<file path="src/esti_pkg.sv">
package esti_pkg;

   // ------------------------------------------------------------
   // Register offsets (byte addresses on the APB)
   // ------------------------------------------------------------
   localparam logic [7:0] ESTI_OFS_NET_CONTROL  = 8'h00;  // Receive enable, statistics write enable
   localparam logic [7:0] ESTI_OFS_NET_CONFIG   = 8'h04;  // Long frame enable
   localparam logic [7:0] ESTI_OFS_TYPE_ID      = 8'h08;  // type_id_compare
   localparam logic [7:0] ESTI_OFS_USER_IO      = 8'h0c;  // user_io_control
   localparam logic [7:0] ESTI_OFS_PAUSE_RX     = 8'h10;  // pause_rx_count
   localparam logic [7:0] ESTI_OFS_TX_GOOD      = 8'h14;  // tx_good_count
   localparam logic [7:0] ESTI_OFS_ONE_COLL     = 8'h18;  // one_collision_count
   localparam logic [7:0] ESTI_OFS_SEVERAL_COLL = 8'h1c;  // several_collision_count
   localparam logic [7:0] ESTI_OFS_RX_GOOD      = 8'h20;  // rx_good_count

   // ------------------------------------------------------------
   // Field positions
   // ------------------------------------------------------------
   localparam int ESTI_BIT_RX_ENABLE   = 2;  // Network control: receive enable
   localparam int ESTI_BIT_STATS_WR_EN = 7;  // Network control: statistics write enable
   localparam int ESTI_BIT_LONG_FRAME  = 8;  // Network config: accept up to 1536 bytes
   localparam int ESTI_BIT_RMII        = 0;  // User I/O: RMII mode select
   localparam int ESTI_BIT_CLK_GATE    = 1;  // User I/O: transceiver clock enable
   localparam int ESTI_TYPE_ID_W       = 16; // Width of the type compare value

   // ------------------------------------------------------------
   // Reset values
   // ------------------------------------------------------------
   localparam logic [31:0] ESTI_RST_NET_CONTROL = 32'h0000_0000;
   localparam logic [31:0] ESTI_RST_NET_CONFIG  = 32'h0000_0000;
   localparam logic [15:0] ESTI_RST_TYPE_ID     = 16'h0000;
   localparam logic [1:0]  ESTI_RST_USER_IO     = 2'h0;

   // ------------------------------------------------------------
   // Statistics counters
   // ------------------------------------------------------------
   localparam int ESTI_NUM_CNT      = 5;
   localparam int ESTI_CNT_PAUSE    = 0;
   localparam int ESTI_CNT_TX_GOOD  = 1;
   localparam int ESTI_CNT_ONE      = 2;
   localparam int ESTI_CNT_SEVERAL  = 3;
   localparam int ESTI_CNT_RX_GOOD  = 4;
   localparam int ESTI_CNT_MAX_W    = 24;
   localparam int ESTI_CNT_W [ESTI_NUM_CNT] = '{16, 24, 16, 16, 24};

   // ------------------------------------------------------------
   // Frame length and collision limits
   // ------------------------------------------------------------
   localparam logic [10:0] ESTI_LEN_MIN       = 11'd64;
   localparam logic [10:0] ESTI_LEN_MAX       = 11'd1518;
   localparam logic [10:0] ESTI_LEN_MAX_LONG  = 11'd1536;
   localparam logic [4:0]  ESTI_COLL_ONE      = 5'd1;
   localparam logic [4:0]  ESTI_COLL_SEV_MIN  = 5'd2;
   localparam logic [4:0]  ESTI_COLL_SEV_MAX  = 5'd15;

endpackage

</file>
<file path="src/esti_sat_counter.sv">
`timescale 1ns/1ps

// Saturating, clear-on-read statistics counter
module esti_sat_counter
#(
   parameter int W = 16                  // Counter width
)
(
   input  wire logic         clk,        // System clock
   input  wire logic         rst,        // Synchronous reset, active high
   input  wire logic         inc,        // Counted event, one-cycle pulse
   input  wire logic         clr,        // Clearing read
   input  wire logic         wr,         // Software write
   input  wire logic [W-1:0] wdata,      // Software write data
   output logic      [W-1:0] count       // Current count
);

   logic [W-1:0] count_q;                // Count register
   logic [W-1:0] count_d;                // Next count
   logic         full_w;                 // Count at all ones

   assign full_w = &count_q;
   assign count  = count_q;

   // ------------------------------------------------------------
   // Next count
   // ------------------------------------------------------------
   // Write first, then clear, then a saturating increment
   always_comb
   begin
      count_d = count_q;
      if (wr)
      begin
         count_d = wdata;
      end
      else if (clr)
      begin
         // An event in the clearing cycle survives as a count of one
         count_d = inc ? W'(1) : '0;
      end
      else if (inc && !full_w)
      begin
         count_d = count_q + W'(1);
      end
   end

   // Count register
   always_ff @(posedge clk)
   begin
      if (rst)
         count_q <= '0;
      else
         count_q <= count_d;
   end

endmodule

</file>
<file path="src/esti_top.sv">
`timescale 1ns/1ps

// Summary of operation
// - Compare stored type value with received type field
// - User I/O bit 0 selects RMII, else MII
// - User I/O bit 1 enables transceiver clock
// - Counters clear to zero when read; an event in the reading cycle leaves a count of one
// - Counters stick at all ones
// - Receive counters count only with receive enabled
// - Counter writes need control bit 7 set
// - 16-bit count of good pause frames
// - 24-bit count of good transmitted frames
// - 16-bit count of single-collision sent frames
// - 16-bit count of 2-15 collision sent frames
// - 24-bit count of good received copied frames
module esti_top
   import esti_pkg::*;
(
   input  wire logic        clk,            // System clock, 10 MHz
   input  wire logic        rst,            // Synchronous reset, active high
   input  wire logic        psel,           // APB select
   input  wire logic        penable,        // APB enable
   input  wire logic        pwrite,         // APB write
   input  wire logic [7:0]  paddr,          // APB byte address
   input  wire logic [31:0] pwdata,         // APB write data
   output logic             pready,         // APB ready
   output logic      [31:0] prdata,         // APB read data
   output logic             pslverr,        // APB error on unmapped address
   input  wire logic        rx_frame_done,  // Received frame finished, pulse
   input  wire logic [10:0] rx_frame_len,   // Received frame length in bytes
   input  wire logic [15:0] rx_type_len,    // Received type/length field
   input  wire logic        rx_fcs_err,     // Received frame has bad FCS
   input  wire logic        rx_align_err,   // Received frame has alignment error
   input  wire logic        rx_symbol_err,  // Received frame has symbol error
   input  wire logic        rx_is_pause,    // Received frame is a pause frame
   input  wire logic        rx_addr_match,  // Destination address recognised
   input  wire logic        rx_copied_ok,   // Frame copied to memory
   input  wire logic        tx_frame_done,  // Transmit attempt finished, pulse
   input  wire logic        tx_underrun,    // Transmit underrun happened
   input  wire logic        tx_retry_limit, // Retry limit exceeded
   input  wire logic [4:0]  tx_collisions,  // Collisions seen by this frame
   output logic             type_match,     // Type field matched, pulse
   output logic             rx_enable,      // Receive enable to the MAC
   output logic             long_frame_en,  // 1536-byte frames allowed
   output logic             rmii_mode,      // 1 = RMII, 0 = MII
   output logic             phy_clock_gate_on // Transceiver input clock enable
);

   // ------------------------------------------------------------
   // Declarations
   // ------------------------------------------------------------
   logic [31:0] net_control_q;              // Network control register
   logic [31:0] net_config_q;               // Network configuration register
   logic [15:0] type_compare_value_q;       // Type compare value
   logic [1:0]  user_io_q;                  // User I/O control bits
   logic [31:0] prdata_q;                   // Captured read data
   logic        type_match_q;               // Type match pulse
   logic        setup_w;                    // APB setup phase
   logic        access_w;                   // APB access phase
   logic        rd_setup_w;                 // Read seen in setup phase
   logic        wr_access_w;                // Write taking effect
   logic        stats_wr_en_w;              // Statistics write enable
   logic        hit_w;                      // Address is mapped
   logic [31:0] rd_mux_w;                   // Read data selection
   logic        rx_len_ok_w;                // Length within limits
   logic        rx_good_w;                  // Good received frame
   logic        tx_ok_w;                    // Successful transmission
   logic [ESTI_NUM_CNT-1:0]   sel_w;        // Counter address decode
   logic [ESTI_NUM_CNT-1:0]   inc_w;        // Counter events
   logic [ESTI_NUM_CNT-1:0]   clr_w;        // Counter clears
   logic [ESTI_NUM_CNT-1:0]   cwr_w;        // Counter writes
   logic [ESTI_CNT_MAX_W-1:0] cnt_w [ESTI_NUM_CNT]; // Counter values, zero extended
   logic [ESTI_CNT_MAX_W-1:0] cnt_max_w [ESTI_NUM_CNT]; // All-ones per counter

   // ------------------------------------------------------------
   // APB decode
   // ------------------------------------------------------------
   assign setup_w      = psel && !penable;
   assign access_w     = psel && penable;
   assign rd_setup_w   = setup_w && !pwrite;
   assign wr_access_w  = access_w && pwrite;
   assign stats_wr_en_w = net_control_q[ESTI_BIT_STATS_WR_EN];

   assign sel_w[ESTI_CNT_PAUSE]   = (paddr == ESTI_OFS_PAUSE_RX);
   assign sel_w[ESTI_CNT_TX_GOOD] = (paddr == ESTI_OFS_TX_GOOD);
   assign sel_w[ESTI_CNT_ONE]     = (paddr == ESTI_OFS_ONE_COLL);
   assign sel_w[ESTI_CNT_SEVERAL] = (paddr == ESTI_OFS_SEVERAL_COLL);
   assign sel_w[ESTI_CNT_RX_GOOD] = (paddr == ESTI_OFS_RX_GOOD);

   assign hit_w = (|sel_w) || (paddr == ESTI_OFS_NET_CONTROL) ||
                  (paddr == ESTI_OFS_NET_CONFIG) || (paddr == ESTI_OFS_TYPE_ID) ||
                  (paddr == ESTI_OFS_USER_IO);

   // Zero wait states; error only for an unmapped address
   assign pready  = 1'b1;
   assign pslverr = access_w && !hit_w;
   assign prdata  = prdata_q;

   // Read selection; unused bits read as zero except in network control and config, which read back as written
   assign rd_mux_w =
      (paddr == ESTI_OFS_NET_CONTROL)  ? net_control_q :
      (paddr == ESTI_OFS_NET_CONFIG)   ? net_config_q :
      (paddr == ESTI_OFS_TYPE_ID)      ? {16'h0000, type_compare_value_q} :
      (paddr == ESTI_OFS_USER_IO)      ? {30'h0000_0000, user_io_q} :
      sel_w[ESTI_CNT_PAUSE]            ? {8'h00, cnt_w[ESTI_CNT_PAUSE]} :
      sel_w[ESTI_CNT_TX_GOOD]          ? {8'h00, cnt_w[ESTI_CNT_TX_GOOD]} :
      sel_w[ESTI_CNT_ONE]              ? {8'h00, cnt_w[ESTI_CNT_ONE]} :
      sel_w[ESTI_CNT_SEVERAL]          ? {8'h00, cnt_w[ESTI_CNT_SEVERAL]} :
      sel_w[ESTI_CNT_RX_GOOD]          ? {8'h00, cnt_w[ESTI_CNT_RX_GOOD]} :
      32'h0000_0000;

   // ------------------------------------------------------------
   // Frame qualification
   // ------------------------------------------------------------
   assign rx_len_ok_w = (rx_frame_len >= ESTI_LEN_MIN) &&
                        (rx_frame_len <= (long_frame_en ? ESTI_LEN_MAX_LONG : ESTI_LEN_MAX));
   assign rx_good_w   = rx_frame_done && rx_len_ok_w && !rx_fcs_err &&
                        !rx_align_err && !rx_symbol_err;
   assign tx_ok_w     = tx_frame_done && !tx_underrun && !tx_retry_limit;

   // Receive events only while receive is enabled
   assign inc_w[ESTI_CNT_PAUSE]   = rx_enable && rx_good_w && rx_is_pause;
   assign inc_w[ESTI_CNT_RX_GOOD] = rx_enable && rx_good_w && rx_addr_match &&
                                    rx_copied_ok;
   assign inc_w[ESTI_CNT_TX_GOOD] = tx_ok_w;
   assign inc_w[ESTI_CNT_ONE]     = tx_ok_w && (tx_collisions == ESTI_COLL_ONE);
   assign inc_w[ESTI_CNT_SEVERAL] = tx_ok_w && (tx_collisions >= ESTI_COLL_SEV_MIN) &&
                                    (tx_collisions <= ESTI_COLL_SEV_MAX);

   // ------------------------------------------------------------
   // Statistics counters
   // ------------------------------------------------------------
   // Cleared at the edge the read data is captured, so no event slips between
   genvar g;
   generate
      for (g = 0; g < ESTI_NUM_CNT; g++)
      begin : g_cnt
         logic [ESTI_CNT_W[g]-1:0] count_w;   // Counter value at its own width

         assign clr_w[g] = rd_setup_w && sel_w[g];
         assign cwr_w[g] = wr_access_w && sel_w[g] && stats_wr_en_w;
         assign cnt_w[g] = ESTI_CNT_MAX_W'(count_w);
         assign cnt_max_w[g] = ESTI_CNT_MAX_W'({ESTI_CNT_W[g]{1'b1}});

         esti_sat_counter #(.W(ESTI_CNT_W[g])) u_cnt
         (
            .clk   (clk),
            .rst   (rst),
            .inc   (inc_w[g]),
            .clr   (clr_w[g]),
            .wr    (cwr_w[g]),
            .wdata (pwdata[ESTI_CNT_W[g]-1:0]),
            .count (count_w)
         );
      end
   endgenerate

   // ------------------------------------------------------------
   // Control registers
   // ------------------------------------------------------------
   // Software writes take effect in the access phase
   always_ff @(posedge clk)
   begin
      if (rst)
      begin
         net_control_q        <= ESTI_RST_NET_CONTROL;
         net_config_q         <= ESTI_RST_NET_CONFIG;
         type_compare_value_q <= ESTI_RST_TYPE_ID;
         user_io_q            <= ESTI_RST_USER_IO;
      end
      else if (wr_access_w)
      begin
         if (paddr == ESTI_OFS_NET_CONTROL)
            net_control_q <= pwdata;
         if (paddr == ESTI_OFS_NET_CONFIG)
            net_config_q <= pwdata;
         if (paddr == ESTI_OFS_TYPE_ID)
            type_compare_value_q <= pwdata[ESTI_TYPE_ID_W-1:0];
         if (paddr == ESTI_OFS_USER_IO)
            user_io_q <= pwdata[1:0];
      end
   end

   // Read data captured in the setup phase
   always_ff @(posedge clk)
   begin
      if (rst)
         prdata_q <= 32'h0000_0000;
      else if (rd_setup_w)
         prdata_q <= rd_mux_w;
   end

   // Type field compare, one pulse per received frame that matches
   always_ff @(posedge clk)
   begin
      if (rst)
         type_match_q <= 1'b0;
      else
         type_match_q <= rx_frame_done && (rx_type_len == type_compare_value_q);
   end

   // ------------------------------------------------------------
   // Outputs to the MAC and transceiver
   // ------------------------------------------------------------
   assign type_match        = type_match_q;
   assign rx_enable         = net_control_q[ESTI_BIT_RX_ENABLE];
   assign long_frame_en     = net_config_q[ESTI_BIT_LONG_FRAME];
   assign rmii_mode         = user_io_q[ESTI_BIT_RMII];
   assign phy_clock_gate_on = user_io_q[ESTI_BIT_CLK_GATE];
endmodule

</file>
<file path="config.mk">
export PLATFORM = sky130hd
export DESIGN_NAME = esti_top
export DESIGN_NICKNAME = d
export VERILOG_FILES = /design/src/esti_pkg.sv /design/src/esti_sat_counter.sv /design/src/esti_top.sv
export SDC_FILE = /design/constraint.sdc
export NUM_CORES = 1
export LEC_CHECK = 0
export BUFFER_PORTS_ARGS = -buffer_cell sky130_fd_sc_hd__buf_4
export CELL_PAD_IN_SITES_DETAIL_PLACEMENT = 1
export CELL_PAD_IN_SITES_GLOBAL_PLACEMENT = 2
export CORE_MARGIN = 1
export CORE_UTILIZATION = 35
export CTS_CLUSTER_DIAMETER = 120
export DETAILED_ROUTE_END_ITERATION = 8
export PLACE_DENSITY = 0.93
export SYNTH_ARGS = -nofsm -noshare
export SYNTH_HDL_FRONTEND = slang
export SYNTH_SLANG_ARGS = --single-unit
</file>
<file path="constraint.sdc">
create_clock -name clk -period 3 [get_ports clk]
set_input_delay 0.45 -clock clk [delete_from_list [all_inputs] [get_ports clk]]
set_output_delay 0.45 -clock clk [all_outputs]
set_load 0.05 [all_outputs]
</file>
==> results.md <==
* Startpoint class of the critical path: flop
* Post-CTS Hold Buffers at 0
* Post-synthesis sequential area ratio at 34.9%
* Skew-Pair Late Insertion Delay at 0.54 ns
* Die Wd at 188 µm
* Post-route cell area at 0.0144 mm²
* Bufs and invs on worst path at 2
* Worst EP required at 3.39 ns
* Synth top area cells: dfxtp_1 (35%), nand2_1 (9.2%), a21oi_1 (8.3%)
* CTS Sinks at 211
* Post-synthesis register bit count at 211
* Nets at 1779
* Hold_ws at 0.186 ns
* Initial DRT Pass Iterations at 5
* Final period utilization at 89.7%
* Core footprint at around 0.034 mm²
* Leading cell types in the layout, fill and taps excluded: nand2_1 (297), dfxtp_1 (210), a21oi_1 (202)
* Crit-path slowest cell: dfxtp_2
* Ys flop type: dfxtp_1
* Post-Layout Cell Count at roughly 2100
* Grt total ovfl at 0
* DRT iter0 DRCs at 1131
* Share of cells above drive strength 1 at between 10% and 20%
* First-pass GRT wire length at 76800 µm
* Clk buf depth at 3
* Post-synth EDFFs at 0
* Synth async-reset ratio at 0%
* CP delay by family, top: compound AO/OA/AOI/OAI gates
* Num CTS Buffers at 26
* Area leader, netlist: dfxtp_1
* CTS root buf: clkbuf_16
* Worst R2R End: g_cnt[4].u_cnt.count[23]$_SDFFE_PP0P_
* N_diodes at 0
* Number of port buffers at 124
* Pre-CTS setup slack at 0.0209 ns
* Crit path to: g_cnt[4].u_cnt.count[23]$_SDFFE_PP0P_
* All-Layer GR Usage at 27.8%
* Most common cell after layout, fill and taps aside: nand2_1
* Total stage count of the critical path at 9
* Mapped Area at 0.0121 mm²
* Post-route ant nets at 0
* Post-DP Area at 0.0135 mm²
* Mapped Avg Cell Area at 7.59 µm²
* H-tree depth at 1
* CP Data Arrival Time at ~3.1 ns
* Final Skew at ~0.024 ns
* Final HPWL DP at 35000 µm
* Initial Util at a little over a third
* Crit. End Element: flop
* WS Path Type: flop to flop
* Worst vdd rail ir drop at 374 µV
* Largest net degree at the start of global routing at 86
* Synth unique cells at 85
* Synth Instances at between 1500 and 2000
* Crit. Startpoint: net_config_q[8]$_SDFFE_PP0P_
* Status: finished, final reports clean
* Minimum clock period after layout at around 2.7 ns
* Setup violators final at 0
* Post-synth net total at 1696
* R2r startpoint: net_config_q[8]$_SDFFE_PP0P_
* Ports at 126
* Final hold vios at 0
* Crit path cell chain: inv_1 -> ha_1 -> o21ai_0 -> o22ai_1 -> o32ai_2 -> buf_4 -> nand2_2 -> o41ai_1 -> a211oi_1
* Slew @ Worst Pin at 0.931 ns
* Clk pin slew, worst setup/hold paths at 0.06 ns
* Reg2reg setup slack at 0.31 ns
* Maximum clock rate at 371 MHz
* CP Max Fanout at 19
* Antenna violations before repair at 1
* GPL Wtd Cong at 1.08
* Die area at around 0.035 mm²
* Maxcap violations at 0
* Vias in the first global route at between 10000 and 15000
* Unrepaired setup endpoints after global routing: false
* Hold Path Class: input port to flop
* FP Rows at 67
* Max_slew headroom at 38.0%
* Leakage at 0.00505 µW
* Via count at ~13000
* Die extent in y at 188 µm
* CTS tree: done
* Warnings, synthesis at 0
* Drt wl/cell at 23.4 µm
* Slew Limit Fails at 0
* DR vias/cell at 6.11
* Pwr per Cell Area at 465 mW/mm²
* Number of buffers inserted by post-CTS setup repair at 0
* Dpl cells at 2099
* Area delta synth->final at 18.9%
* Final setup margin at between 0.3 and 0.4 ns
* Setup tns final at 0 ns
* Worst reg-to-reg path cell count at 9
* Yosys top cell area share at roughly a third
* Routed WL at approximately 50000 µm
* Drt drc at 0
* CP max stage delay at 0.45 ns
[metal layers]
| layer | share of wire [%] | routed length (µm) | vias to the layer above | global-route usage [%] |
|---|---|---|---|---|
| met5 | 0.026 | 13 | - | 0 |
| met4 | 4.6 | 2330 | 2 | 12.9 |
| met3 | 7.9 | 3960 | 138 | 6.18 |
| met2 | 46 | 23000 | 501 | 44.8 |
| met1 | 42 | 20800 | 6425 | 35.1 |
| li1 | - | - | 6024 | - |
[flip-flops by register name, summed over array words and instances (netlist names)]
signal	count
net_config_q	32
net_control_q	32
type_compare_value_q	16
prdata	32
type_match	1
user_io_q	2
g_cnt.u_cnt.count	96
[cell usage after synthesis, types with 4 or more instances]
| master | instances |
|---|---|
| nand3_1 | 42 |
| a22o_1 | 7 |
| a22oi_1 | 23 |
| a221o_1 | 8 |
| a21oi_1 | 202 |
| inv_1 | 30 |
| mux2i_1 | 12 |
| o21ai_1 | 4 |
| o41ai_1 | 6 |
| o21ai_0 | 37 |
| dfxtp_1 | 211 |
| o31ai_1 | 11 |
| nor4_1 | 15 |
| a21o_1 | 10 |
| o211ai_1 | 16 |
| o22ai_1 | 18 |
| buf_6 | 5 |
| xor2_1 | 15 |
| or3_1 | 5 |
| nand4_1 | 29 |
| nand2b_1 | 5 |
| nand2_1 | 297 |
| ha_1 | 13 |
| buf_4 | 6 |
| clkbuf_1 | 82 |
| a211o_1 | 4 |
| nor2_1 | 98 |
| and4_1 | 8 |
| or2_2 | 5 |
| and3_1 | 18 |
| xnor2_1 | 18 |
| nor2b_1 | 13 |
| nor3_1 | 83 |
| a211oi_1 | 43 |
| a41o_1 | 4 |
| a31oi_1 | 23 |
| buf_2 | 35 |
| a211oi_2 | 6 |
| a21oi_2 | 5 |
| o221ai_1 | 8 |
| a221oi_2 | 6 |
| a221oi_1 | 30 |
| nor3_4 | 5 |
| and2_1 | 9 |
[worst min-delay path: stages]
cell and delay [ns]:
buf_4 0.12, nand2_1 0.05, a21oi_1 0.05
[layout make-up]
class / count / area (µm²)
Tap cell: 448 / 561
Inverter: 30 / 113
Multi-Input combinational cell: 1227 / 7230
Sequential cell: 211 / 4230
Clock buffer: 31 / 721
Clock inverter: 14 / 161
Timing Repair Buffer: 183 / 1390
Fill cell: 4174 / 19400
[metrics by stage]
step | total power (µW) | utilization [%]
2_1_floorplan | 3180 | -
3_3_place_gp | 3450 | 40.0
3_5_place_dp | 3460 | 40.0
4_1_cts | 6720 | 42.6
5_1_grt | 6880 | 42.6
6_report | 6700 | 42.6
[logic make-up after synthesis]
group,count (synthesis),synth area share (%)
xor gates and xnor gates,33,2.39
and+or+nand+nor,664,26.6
muxes,12,0.992
AOI/OAI and AO/OA,504,28.0
other,1,0.0310
DFF,211,34.9
adders and majority gates,13,1.34
buffers and inverters,158,5.76
[report_power, final]
group | switching [µW] | total, µW | internal, µW
clock | 1330 | 3290 | 1970
sequential | 19.8 | 2840 | 2820
combinational | 386 | 566 | 180
[how the worst min path moves through the flow]
stage / start / slack, ns / endpoint / cells past startpoint
6_report: pwdata[27] / 0.19 / net_config_q[27]$_SDFFE_PP0P_ / 3
2_1_floorplan: net_config_q[16]$_SDFFE_PP0P_ / 0.44 / net_config_q[16]$_SDFFE_PP0P_ / 2
5_1_grt: pwdata[27] / 0.18 / net_control_q[27]$_SDFFE_PP0P_ / 3
3_3_place_gp: prdata[13]$_SDFFE_PP0P_ / 0.44 / prdata[13]$_SDFFE_PP0P_ / 2
4_1_cts: pwdata[24] / 0.17 / net_config_q[24]$_SDFFE_PP0P_ / 3
3_5_place_dp: net_control_q[14]$_SDFFE_PP0P_ / 0.45 / net_control_q[14]$_SDFFE_PP0P_ / 2
[timing repair]
item / in CTS / in global routing
gates resized for setup: 1 / 3
pin swaps: 0 / 0
endpoints found under the setup margin: 1 / 20
Power figures use the tool's default switching activity.
